===== src/design/err_rec_pkg.sv =====
package err_rec_pkg;

  // ****************************************************************
  // register indices on the plain port
  // ****************************************************************
  localparam logic [5:0] ADDR_CODE      = 6'h00;
  localparam logic [5:0] ADDR_FLAGS     = 6'h01;
  localparam logic [5:0] ADDR_TASK      = 6'h02;
  localparam logic [5:0] ADDR_MAXINT    = 6'h03;
  localparam logic [5:0] ADDR_CTRL      = 6'h04;
  localparam logic [5:0] ADDR_IRQ_STAT  = 6'h05;
  localparam logic [5:0] ADDR_IRQ_MASK  = 6'h06;
  localparam logic [5:0] ADDR_WATCH     = 6'h07;
  localparam logic [5:0] ADDR_ALARM_LO  = 6'h20;
  localparam logic [5:0] ADDR_ALARM_HI  = 6'h3F;

  // ****************************************************************
  // flag positions in the flags word
  // ****************************************************************
  localparam int FLAG_CYCLE   = 0;
  localparam int FLAG_PERIPH  = 1;
  localparam int FLAG_STOP    = 2;
  localparam int FLAG_ALARM   = 3;
  localparam int FLAG_CONFL   = 4;
  localparam int NUM_EVENTS   = 5;

  // ctrl word: bit 0 clears errors, bit 14 conflict detection enable
  localparam int CTRL_CLEAR   = 0;
  localparam int CTRL_DETECT  = 14;
  localparam logic [15:0] CTRL_RESET  = 16'h4000;
  localparam logic [15:0] WATCH_RESET = 16'h0064;

  // ****************************************************************
  // error codes
  // ****************************************************************
  localparam logic [15:0] CODE_NONE     = 16'h0000;
  localparam logic [15:0] CODE_OVERRUN  = 16'h809F;
  localparam logic [15:0] CODE_STOP     = 16'hC000;
  localparam logic [15:0] CODE_ALARM    = 16'h4000;
  localparam logic [15:0] CODE_CONFLICT = 16'h008B;
  localparam logic [11:0] USER_OFFSET   = 12'h100;

  // ****************************************************************
  // timing
  // ****************************************************************
  localparam int CLK_HZ          = 50_000_000;
  localparam int PERIPH_LIMIT_MS = 2000;
  localparam longint PERIPH_CYCLES =
    longint'(CLK_HZ) / 1000 * PERIPH_LIMIT_MS;
  localparam int FLASH_HALF_MS   = 250;
  localparam longint FLASH_CYCLES =
    longint'(CLK_HZ) / 1000 * FLASH_HALF_MS;

  typedef enum logic [1:0] {
    SEV_NONE  = 2'b00,
    SEV_NONF  = 2'b01,
    SEV_FATAL = 2'b10
  } sev_t;

endpackage


===== src/design/controller_error_recorder.sv =====
// The register offsets and the plain strobed port were left to the implementer.
`timescale 1ns/1ns
//
// Contract
// - scan longer than watch time sets cycle overrun flag, code 809F.
// - parallel mode periph pass over 2 s sets periph flag, code 809F.
// - system stop instr sets stop flag, code C100+number, numbers 1..511.
// - alarm instr writes code 4100+number for numbers 1..511.
// - alarm instr also sets user alarm flag.
// - one executed flag per alarm number 1..511, set on execution.
// - simultaneous errors: only most serious code is recorded.
// - non-fatal error in run: run lamp on, fault lamp flashes.
// - enabled cyclic/interrupt unit access conflict: flag, 008B, task no.
// - enabled unit access in interrupt during io refresh: same error.
// - cyclic refresh left on plus interrupt access: duplicate, error.
// - detection enable at setup bit 14; disabled suppresses the error.
// - report maximum interrupt task processing time observed.
module controller_error_recorder #(
  parameter longint PERIPH_LIMIT = err_rec_pkg::PERIPH_CYCLES,
  parameter longint FLASH_HALF   = err_rec_pkg::FLASH_CYCLES
) (
  input  wire logic        core_clk,
  input  wire logic        reset_n,
  input  wire logic [5:0]  reg_addr,
  input  wire logic [15:0] reg_wdata,
  input  wire logic        reg_write,
  input  wire logic        reg_read,
  output logic      [15:0] reg_rdata,
  output logic             irq,
  input  wire logic        run_mode,
  input  wire logic        parallel_mode,
  input  wire logic        scan_tick,
  input  wire logic        periph_start,
  input  wire logic        periph_end,
  input  wire logic        system_stop_error_instr,
  input  wire logic        user_alarm_error_instr,
  input  wire logic [8:0]  user_number,
  input  wire logic        unit_conflict,
  input  wire logic        intr_access_in_refresh,
  input  wire logic        intr_access_cyclic_on,
  input  wire logic [7:0]  intr_task_number,
  input  wire logic        intr_task_busy,
  output logic             run_indicator,
  output logic             fault_alarm_indicator,
  output logic             fatal_stop
);

  // ****************************************************************
  // registers
  // ****************************************************************
  localparam int NUM_F = err_rec_pkg::NUM_EVENTS;
  logic [15:0] error_code_word_reg;
  logic [NUM_F-1:0] flags_reg;
  logic [15:0] conflict_task_number_word_reg;
  logic [15:0] max_interrupt_time_word_reg;
  logic [15:0] ctrl_reg;
  logic [15:0] watch_reg;
  logic [4:0]  irq_stat_reg;
  logic [4:0]  irq_mask_reg;
  logic [511:0] alarm_seen_reg;
  logic [15:0] scan_cnt_reg;
  logic [15:0] int_cnt_reg;
  logic [31:0] periph_cnt_reg;
  logic        periph_busy_reg;
  logic [31:0] flash_cnt_reg;
  logic        flash_reg;

  // ****************************************************************
  // event detection
  // ****************************************************************
  wire detect_en = ctrl_reg[err_rec_pkg::CTRL_DETECT];
  wire num_ok    = user_number != 9'h000;
  wire ev_cycle  = scan_cnt_reg > watch_reg;
  wire ev_periph = parallel_mode && periph_busy_reg &&
                   periph_cnt_reg >= PERIPH_LIMIT[31:0];
  wire ev_stop   = system_stop_error_instr && num_ok;
  wire ev_alarm  = user_alarm_error_instr && num_ok;
  wire ev_confl  = detect_en && (unit_conflict ||
                   intr_access_in_refresh ||
                   intr_access_cyclic_on);
  wire [NUM_F-1:0] events = {ev_confl, ev_alarm, ev_stop,
                             ev_periph, ev_cycle};
  wire [11:0] user_code = 12'(user_number) + err_rec_pkg::USER_OFFSET;
  wire clear_op = reg_write && reg_addr == err_rec_pkg::ADDR_CTRL &&
                  reg_wdata[err_rec_pkg::CTRL_CLEAR];
  wire [511:0] alarm_set = {511'h0, ev_alarm} << user_number;

  // ****************************************************************
  // priority: fatal first, then alarm, then conflict
  // ****************************************************************
  logic [15:0] new_code;
  always_comb begin
    if (ev_cycle || ev_periph)
      new_code = err_rec_pkg::CODE_OVERRUN;
    else if (ev_stop)
      new_code = err_rec_pkg::CODE_STOP | 16'(user_code);
    else if (ev_alarm)
      new_code = err_rec_pkg::CODE_ALARM | 16'(user_code);
    else if (ev_confl)
      new_code = err_rec_pkg::CODE_CONFLICT;
    else
      new_code = err_rec_pkg::CODE_NONE;
  end
  wire any_fatal_now = ev_cycle || ev_periph || ev_stop;
  wire held_fatal    = error_code_word_reg[15];
  wire any_event     = |events;
  // a held fatal code is not overwritten by a non-fatal one
  wire code_load = any_event && (!held_fatal || any_fatal_now);
  wire nonfatal_held = (flags_reg[err_rec_pkg::FLAG_ALARM] ||
                        flags_reg[err_rec_pkg::FLAG_CONFL]) &&
                       !fatal_stop;

  // ****************************************************************
  // register read mux
  // ****************************************************************
  wire in_alarm = reg_addr >= err_rec_pkg::ADDR_ALARM_LO;
  wire [4:0] alarm_word = 5'(reg_addr - err_rec_pkg::ADDR_ALARM_LO);
  wire [15:0] alarm_rd = alarm_seen_reg[{alarm_word, 4'h0} +: 16];
  logic [15:0] rd_mux;
  always_comb begin
    case (reg_addr)
      err_rec_pkg::ADDR_CODE:     rd_mux = error_code_word_reg;
      err_rec_pkg::ADDR_FLAGS:    rd_mux = 16'(flags_reg);
      err_rec_pkg::ADDR_TASK:     rd_mux = conflict_task_number_word_reg;
      err_rec_pkg::ADDR_MAXINT:   rd_mux = max_interrupt_time_word_reg;
      err_rec_pkg::ADDR_CTRL:     rd_mux = ctrl_reg;
      err_rec_pkg::ADDR_IRQ_STAT: rd_mux = 16'(irq_stat_reg);
      err_rec_pkg::ADDR_IRQ_MASK: rd_mux = 16'(irq_mask_reg);
      err_rec_pkg::ADDR_WATCH:    rd_mux = watch_reg;
      default:                    rd_mux = in_alarm ? alarm_rd : 16'h0000;
    endcase
  end
  wire stat_rd = reg_read && reg_addr == err_rec_pkg::ADDR_IRQ_STAT;

  // ****************************************************************
  // bus and control
  // ****************************************************************
  always_ff @(posedge core_clk or negedge reset_n) begin
    if (!reset_n) begin
      reg_rdata    <= 16'h0000;
      ctrl_reg     <= err_rec_pkg::CTRL_RESET;
      watch_reg    <= err_rec_pkg::WATCH_RESET;
      irq_mask_reg <= 5'h00;
    end else begin
      reg_rdata <= reg_read ? rd_mux : 16'h0000;
      if (reg_write && reg_addr == err_rec_pkg::ADDR_CTRL)
        ctrl_reg <= reg_wdata & err_rec_pkg::CTRL_RESET;
      if (reg_write && reg_addr == err_rec_pkg::ADDR_WATCH)
        watch_reg <= reg_wdata;
      if (reg_write && reg_addr == err_rec_pkg::ADDR_IRQ_MASK)
        irq_mask_reg <= reg_wdata[4:0];
    end
  end

  // ****************************************************************
  // sticky error state
  // ****************************************************************
  always_ff @(posedge core_clk or negedge reset_n) begin
    if (!reset_n) begin
      error_code_word_reg           <= err_rec_pkg::CODE_NONE;
      flags_reg                     <= '0;
      conflict_task_number_word_reg <= 16'h0000;
      alarm_seen_reg                <= '0;
      fatal_stop                    <= 1'b0;
    end else begin
      if (code_load)
        error_code_word_reg <= new_code;
      else if (clear_op)
        error_code_word_reg <= err_rec_pkg::CODE_NONE;
      flags_reg <= (clear_op ? '0 : flags_reg) | events;
      if (ev_confl)
        conflict_task_number_word_reg <= 16'(intr_task_number);
      alarm_seen_reg <= (clear_op ? '0 : alarm_seen_reg) |
                        alarm_set;
      if (any_fatal_now)
        fatal_stop <= 1'b1;
      else if (clear_op)
        fatal_stop <= 1'b0;
    end
  end

  // ****************************************************************
  // timers
  // ****************************************************************
  always_ff @(posedge core_clk or negedge reset_n) begin
    if (!reset_n) begin
      scan_cnt_reg    <= 16'h0000;
      periph_cnt_reg  <= 32'h0000_0000;
      periph_busy_reg <= 1'b0;
    end else begin
      if (scan_tick)
        scan_cnt_reg <= 16'h0000;
      else if (scan_cnt_reg != 16'hFFFF && run_mode)
        scan_cnt_reg <= scan_cnt_reg + 16'h0001;
      if (periph_end || !parallel_mode)
        periph_busy_reg <= 1'b0;
      else if (periph_start)
        periph_busy_reg <= 1'b1;
      if (periph_start || !periph_busy_reg)
        periph_cnt_reg <= 32'h0000_0000;
      else if (periph_cnt_reg != 32'hFFFF_FFFF)
        periph_cnt_reg <= periph_cnt_reg + 32'h0000_0001;
    end
  end

  always_ff @(posedge core_clk or negedge reset_n) begin
    if (!reset_n) begin
      int_cnt_reg                 <= 16'h0000;
      max_interrupt_time_word_reg <= 16'h0000;
    end else begin
      if (!intr_task_busy)
        int_cnt_reg <= 16'h0000;
      else if (int_cnt_reg != 16'hFFFF)
        int_cnt_reg <= int_cnt_reg + 16'h0001;
      if (clear_op)
        max_interrupt_time_word_reg <= 16'h0000;
      else if (int_cnt_reg > max_interrupt_time_word_reg)
        max_interrupt_time_word_reg <= int_cnt_reg;
    end
  end

  // ****************************************************************
  // indicators and interrupt
  // ****************************************************************
  always_ff @(posedge core_clk or negedge reset_n) begin
    if (!reset_n) begin
      flash_cnt_reg         <= 32'h0000_0000;
      flash_reg             <= 1'b0;
      run_indicator         <= 1'b0;
      fault_alarm_indicator <= 1'b0;
      irq_stat_reg          <= 5'h00;
      irq                   <= 1'b0;
    end else begin
      if (flash_cnt_reg >= FLASH_HALF[31:0] - 32'h0000_0001) begin
        flash_cnt_reg <= 32'h0000_0000;
        flash_reg     <= !flash_reg;
      end else begin
        flash_cnt_reg <= flash_cnt_reg + 32'h0000_0001;
      end
      run_indicator <= run_mode && !fatal_stop;
      fault_alarm_indicator <= fatal_stop ||
                               (nonfatal_held && flash_reg);
      irq_stat_reg <= (stat_rd ? 5'h00 : irq_stat_reg) | events;
      irq <= |(irq_stat_reg & irq_mask_reg);
    end
  end

  // ****************************************************************
  // checks
  // ****************************************************************
  chk_alarm_code: assert property (
    @(posedge core_clk) disable iff (!reset_n)
    ev_alarm && !ev_cycle && !ev_periph && !ev_stop && !held_fatal
    |=> error_code_word_reg[15:12] == 4'h4 &&
        error_code_word_reg[11:0] == 12'($past(user_number)) + 12'h100 &&
        flags_reg[err_rec_pkg::FLAG_ALARM])
    else $error("alarm code not recorded");
  chk_stop_code: assert property (
    @(posedge core_clk) disable iff (!reset_n)
    ev_stop && !ev_cycle && !ev_periph
    |=> error_code_word_reg[15:12] == 4'hC &&
        error_code_word_reg[11:0] == 12'($past(user_number)) + 12'h100)
    else $error("stop code wrong");
  chk_overrun_code: assert property (
    @(posedge core_clk) disable iff (!reset_n)
    ev_cycle |=> error_code_word_reg == 16'h809F &&
                 flags_reg[err_rec_pkg::FLAG_CYCLE])
    else $error("overrun code wrong");
  chk_conflict_gate: assert property (
    @(posedge core_clk) disable iff (!reset_n)
    !detect_en && !flags_reg[err_rec_pkg::FLAG_CONFL]
    |=> !flags_reg[err_rec_pkg::FLAG_CONFL])
    else $error("conflict flagged while disabled");
  chk_alarm_bit: assert property (
    @(posedge core_clk) disable iff (!reset_n)
    ev_alarm |=> alarm_seen_reg[$past(user_number)])
    else $error("executed alarm bit not set");
  chk_flag_hold: assert property (
    @(posedge core_clk) disable iff (!reset_n)
    flags_reg[0] && !clear_op |=> flags_reg[0])
    else $error("flag dropped without clear");
  chk_task_store: assert property (
    @(posedge core_clk) disable iff (!reset_n)
    ev_confl |=> conflict_task_number_word_reg[7:0] ==
                 $past(intr_task_number) && flags_reg[4])
    else $error("task number not stored");
  chk_max_grows: assert property (
    @(posedge core_clk) disable iff (!reset_n)
    !clear_op |=> max_interrupt_time_word_reg >=
                 $past(max_interrupt_time_word_reg))
    else $error("max interrupt time shrank");
  chk_run_lamp: assert property (
    @(posedge core_clk) disable iff (!reset_n)
    run_mode && !fatal_stop |=> run_indicator)
    else $error("run lamp off on non-fatal");
  chk_periph_code: assert property (
    @(posedge core_clk) disable iff (!reset_n)
    ev_periph |=> error_code_word_reg == 16'h809F &&
                  flags_reg[err_rec_pkg::FLAG_PERIPH])
    else $error("peripheral overrun not recorded");
  chk_lesser_held: assert property (
    @(posedge core_clk) disable iff (!reset_n)
    held_fatal && !any_fatal_now && !clear_op
    |=> error_code_word_reg == $past(error_code_word_reg))
    else $error("held fatal code overwritten");
  chk_conflict_code: assert property (
    @(posedge core_clk) disable iff (!reset_n)
    ev_confl && !ev_alarm && !any_fatal_now && !held_fatal
    |=> error_code_word_reg == 16'h008B)
    else $error("conflict code not recorded");
  chk_fault_steady: assert property (
    @(posedge core_clk) disable iff (!reset_n)
    fatal_stop |=> fault_alarm_indicator)
    else $error("fault lamp not steady on fatal");
  chk_alarm_clear: assert property (
    @(posedge core_clk) disable iff (!reset_n)
    clear_op && !ev_alarm |=> alarm_seen_reg == '0)
    else $error("executed alarm bits not cleared");

endmodule


===== config.mk =====
export PLATFORM = sky130hd
export DESIGN_NAME = controller_error_recorder
export DESIGN_NICKNAME = d
export VERILOG_FILES = /design/src/design/err_rec_pkg.sv /design/src/design/controller_error_recorder.sv
export SDC_FILE = /design/constraint.sdc
export NUM_CORES = 1
export LEC_CHECK = 0
export BUFFER_PORTS_ARGS = -buffer_cell sky130_fd_sc_hd__buf_2
export CORE_MARGIN = 10
export CORE_UTILIZATION = 51
export DETAILED_ROUTE_END_ITERATION = 10
export PLACE_DENSITY_LB_ADDON = 0.05
export SYNTH_ARGS = -nofsm -noshare
export SYNTH_HDL_FRONTEND = slang
export SYNTH_SLANG_ARGS = --single-unit

===== constraint.sdc =====
create_clock -name core_clk -period 6 [get_ports core_clk]
set_clock_uncertainty 0.1 [all_clocks]
set_input_delay 0.3 -clock core_clk [delete_from_list [all_inputs] [get_ports core_clk]]
set_output_delay 0.3 -clock core_clk [all_outputs]
set_load 0.005 [all_outputs]

After elaboration in Yosys (flattened, before gate mapping)
Cells that the tools add are included.
Cells by class
  add/sub/neg operators: 6
  $lt $le $gt $ge: 5
  equality and inequality tests: 11
  shift operators: 2
  muxes and demuxes: 25
  bitwise logic cells: 4
  reductions and logical operators: 39
Operators with widths (count)
  $mux 512: 1
  $or 512x512->512: 1
  $shiftx 512x10->16: 1
  $shl 1x9->512: 1
  $mux 16: 13
  $pmux 16 s8: 1
  $mux 32: 3
  $add 32x1->32 const B: 2
  $add 16x1->16 const B: 2
  $ge 32x24->1 const B: 1
  $ge 32x27->1 const B: 1
  $gt 16x16->1: 2
  $ne 16x16->1 const B: 2
  $ne 32x32->1 const B: 1
  $eq 6x3->1 const B: 4
  $logic_and 1x1->1: 15
  $eq 6x2->1 const B: 2
  $reduce_bool 2->1: 6
  $add 9x9->10 const B: 1
  $mux 5: 2
  $or 5x5->5: 2
  $reduce_or 5->1: 2
  $logic_or 1x1->1: 9
  $reduce_bool 9->1: 1
  other kinds (9): 16
Storage, ports and cells
  flip-flop bits (word level): 702
  bits of input ports: 54
  output and inout port bits: 20
  logic and storage cells: 112

Logic depth before layout (Yosys ltp)
  depth after elaboration: 8
  mapped depth: 10
  depth with buffers taken out: 7

Worst setup path before layout
Ideal clock, no wire load.
  kind: reg2reg
  from: reg watch_reg[5]
  to: reg error_code_word_reg[0]
  setup time: 0.146 ns
  arrival time: 2.203 ns
  required time: 5.754 ns
  path slack: 3.551 ns
  stages on the path, launching flop included: 8
  buffers on the path: 1
  clock period less this slack: 2.449 ns
  path through: dfstp_2 > inv_1 > ha_1 > nand2_1 > or4_1 > nor3_1 > clkbuf_1 > o211ai_1
On the way
  cells in the longest elaborated chain, start to end: 6
  elaborated cells between the ends (all ways): 9
  classes of those cells: order compare: 1; mux: 2; reduce/logical: 6
Ends and longest elaborated chain
  from (decl): line controller_error_recorder.sv:57  | logic [15:0] watch_reg;
  from (signal assigned): line controller_error_recorder.sv:142  | watch_reg <= err_rec_pkg::WATCH_RESET;
  from (signal assigned): line controller_error_recorder.sv:149  | watch_reg <= reg_wdata;
  $gt 16x16->1 (*): line controller_error_recorder.sv:73  | wire ev_cycle = scan_cnt_reg > watch_reg;
  $logic_or 1x1->1: line controller_error_recorder.sv:93, controller_error_recorder.sv:104
  $logic_or 1x1->1: line controller_error_recorder.sv:104  | wire any_fatal_now = ev_cycle || ev_periph || ev_stop;
  $logic_or 1x1->1: line controller_error_recorder.sv:108  | wire code_load = any_event && (!held_fatal || any_fatal_now);
  $logic_and 1x1->1: line controller_error_recorder.sv:108
  $mux 16 / $reduce_bool 2->1 (equally long branches)
  to (signal assigned): line controller_error_recorder.sv:160  | error_code_word_reg <= err_rec_pkg::CODE_NONE;
  to (signal assigned): line controller_error_recorder.sv:167  | error_code_word_reg <= new_code;
  to (signal assigned): line controller_error_recorder.sv:169  | error_code_word_reg <= err_rec_pkg::CODE_NONE;
  to (decl): line controller_error_recorder.sv:52  | logic [15:0] error_code_word_reg;
Every way passes the cells marked *; elsewhere a longest branch is shown, timed or not.
A chain may end at the register's enable or synchronous reset.

Worst setup path in the final report
  from: reg watch_reg[6]
  to: reg irq_stat_reg[0]
On the way
  cells in the longest elaborated chain, start to end: 2
Ends and longest elaborated chain
  $gt 16x16->1: line controller_error_recorder.sv:73
  $or 5x5->5: line controller_error_recorder.sv:243  | irq_stat_reg <= (stat_rd ? 5'h00 : irq_stat_reg) | events;
  to (signal assigned): line controller_error_recorder.sv:243
  to (decl): line controller_error_recorder.sv:58  | logic [4:0] irq_stat_reg;
No other way between the ends.

==> impl_metrics.csv <==
group,metric,value,unit
pwr,power.density,299,nW/um2
timing,hold_viol,0,
worst_hold_path,hp-class,"input port to register",
run_status,status,"complete, no violations",
pwr,ir_drop,0.269,mV
pwr,intPower,8.36,mW
setup_path,worstPathArrival,3.17,ns
cts,cts_tree,"yes",
route,vias_per_cell,6.48,
global_route,grt_pass1_vias,25247,
yosys,ys_top_cells_by_area,"dfrtp_1 53%, mux4_2 9.6%, a22o_1 6.6%, o21ai_0 4.7%, nand2_1 4.6%",
global_route,grt-ovfl-total,0,
yosys,synth_flop_cell,"dfrtp_1",
pwr,p_sw,2.66,mW
cts,clockBufferDepth,3,
layout,seq_area,17500,um2
route,via_count,24861,
die,chipWidth,274,um
yosys,syn_area,32800,um2
global_route,grt_start_max_net_pins,182,
yosys,synth_top_cell_by_area,"dfrtp_1",
placement,post_dp_cell_area,33800,um2
timing,period_share,0.471,
placement,dp_hpwl,62.3,mm
pwr,pwr-share-comb,0.083,
cts,clock_sinks,698,
yosys,syn_inst,2908,
timing,rsz0062_at_grt,"no",
setup_path,crit_type,"register to register",
layout,nNetsFinal,3022,
placement,gp_congestion,0.880,
timing,maxSlewHeadroom,0.194,
timing,setup_viol,0,
die,dieArea,74800,um2
yosys,synth_area_per_cell,11.3,um2
yosys,yosysWarnings,0,
pwr,power_frac_seq,0.463,
placement,io_buffers,73,
cts,cts_made_buffers,77,
die,num_rows,92,
pwr,p_leak,16.3,nW
yosys,yosys_register_bits,698,
yosys,ys_types,72,
worst_hold_path,hold_depth,3,
die,die_h,274,um
cts,clock_latency,0.63,ns
cts,path_clk_slew,0.06,ns
layout,multi_input_area,14200,um2
route,firstDrtPassIters,6,
layout,syn_to_final_growth,12.3,%
cts,post_cts_resized,0,
timing,finalSetupTns,0,ns
timing,slew_viol_final,0,
setup_path,ff2ff_path_depth,6,
setup_path,critPathLaunchType,"register",
flow_run,drv_cap,0,
die,coreArea,63300,um2
route,ant_nets,0,
yosys,ys_seq_area_frac,0.533,
pwr,switching_share,0.242,
layout,drive_gt1_frac,0.154,
timing,clock.fmax,0.354,GHz
setup_path,crit_fanout,15,
timing,tightest_slew,1.20,ns
cts,post_cts_buffers,0,
global_route,grtUsageTotal,0.266,
timing,finalCriticalPeriod,2.83,ns
yosys,synth_enable_flop_cells,0,
die,ioPinCount,74,
die,initial_core_util,0.518,
route,wl_per_cell,25.8,um
setup_path,cp-end-kind,"register",
cts,cts_max_level,3,
yosys,synth_top_area_share,0.530,
layout,largest_reg_flops,512,
layout,stdcell_area,36800,um2
yosys,async_reset_ff_frac,1.00,
route,wirelength,98.9,mm
cts,root_buffer,"clkbuf_16",
pwr,clkPwrFrac,0.454,
global_route,grt_pass1_wl,154,mm
setup_path,cp.required,6.35,ns
layout,nFillCells,5265,
global_route,antenna_found_initial,5,
route,drcViolationCount,0,
route,drt_iter0_drc,2808,
[synthesized netlist by cell type (5+ instances only)]
master / count
nand4_1: 42
o22ai_1: 12
o41ai_1: 5
mux4_2: 140
o21ai_0: 306
o31ai_1: 12
o2111ai_1: 21
and4_1: 12
buf_6: 9
clkbuf_1: 163
a2111oi_0: 7
nand2_1: 404
buf_4: 10
xor2_1: 33
buf_2: 17
or4_1: 15
o211a_1: 24
nor3_1: 37
or3_1: 12
a21oi_1: 57
a22oi_1: 6
and3_1: 19
a211oi_1: 12
xnor2_1: 15
mux2_2: 46
o211ai_1: 19
nor4_1: 10
a22o_1: 247
mux2i_1: 32
nor2b_1: 12
inv_1: 57
ha_1: 37
buf_1: 17
nor2_1: 149
dfrtp_1: 694
a31oi_1: 24
and2_1: 15
nand3_1: 73
nand2b_1: 19
[metal layers]
metal / vias to the layer above / GRT usage / wire length, um
met5: - / 0 / 41
met4: 6 / 0.0819 / 2900
met3: 198 / 0.0606 / 8660
met2: 1027 / 0.412 / 45500
met1: 12831 / 0.369 / 41700
li1: 10799 / - / -
[repair_timing]
action | CTS | global route
endpoints found under the hold margin | 158 | 0
hold buffers | 34 | 0
setup endpoints to repair | 0 | 0
[per-stage QoR]
step                      instances  total power [mW]  hold slack (ns)   util  setup slack (ns)
after CTS                      3837              11.1           0.0998  0.582              3.13
after floorplan                2915              5.68          -0.0956      -              3.55
after global routing           3838              11.4            0.138  0.582              3.00
final                          3839              11.0            0.152  0.582              3.17
after global placement         3664              6.05            0.288  0.534              2.74
after detailed placement       3664              6.08            0.294  0.534              2.82
[worst max-delay path, cell delays in order (launching register included)]
cell and delay [ns]:
dfstp_2 0.56, inv_1 0.05, ha_1 0.27, nand2_1 0.06, or4_1 0.56, nor3_2 0.86
o21ai_0 0.20
[power by group through the flow]
stage | logic (mW) | registers (mW) | clock network, mW
4_1_cts | 0.913 | 5.11 | 5.07
5_1_grt | 1.00 | 5.13 | 5.26
3_5_place_dp | 0.891 | 5.19 | 0
2_1_floorplan | 0.558 | 5.12 | 0
6_report | 0.911 | 5.11 | 5.01
3_3_place_gp | 0.868 | 5.18 | 0
[kinds of logic after synthesis]
family / count (synthesis) / synth area share
and+or+nand+nor: 844 / 0.118
AOI/OAI and AO/OA: 788 / 0.165
DFF: 698 / 0.533
buffers and inverters: 274 / 0.0352
muxes: 218 / 0.122
xor gates and xnor gates: 48 / 0.0128
adders and majority gates: 37 / 0.0141
other: 1 / 0.000114
[layout by cell type, fill, tap and decap left out, drive strengths merged, types with 57 or more instances in the layout]
| cell type | n |
|---|---|
| nand3 | 73 |
| nand2 | 404 |
| o21ai | 307 |
| buf | 119 |
| inv | 59 |
| a21oi | 57 |
| clkbuf | 115 |
| mux4 | 140 |
| nor2 | 149 |
| dfrtp | 694 |
| a22o | 247 |
[area by class of cell]
cell class,instances,share of cell area
multi-input combinational,1943,0.387
clock buffer,115,0.0636
timing repair buffer,153,0.0316
antenna,2,0.000136
sequential,698,0.474
inverter,58,0.00591
clock inverter,24,0.00914
tap,846,0.0287
[worst paths after layout]
kind,endpoint,from,slack (ns)
max,irq_stat_reg[0],watch_reg[6],3.17
min,reg_rdata[14],reg_addr[4],0.15
max reg2reg,irq_stat_reg[0],watch_reg[6],3.17
min reg2reg,alarm_seen_reg[238],alarm_seen_reg[238],0.38
max in group asynchronous,alarm_seen_reg[405],reset_n,3.90
min in group asynchronous,flash_cnt_reg[17],reset_n,0.19
Power figures use the tool's default switching activity.
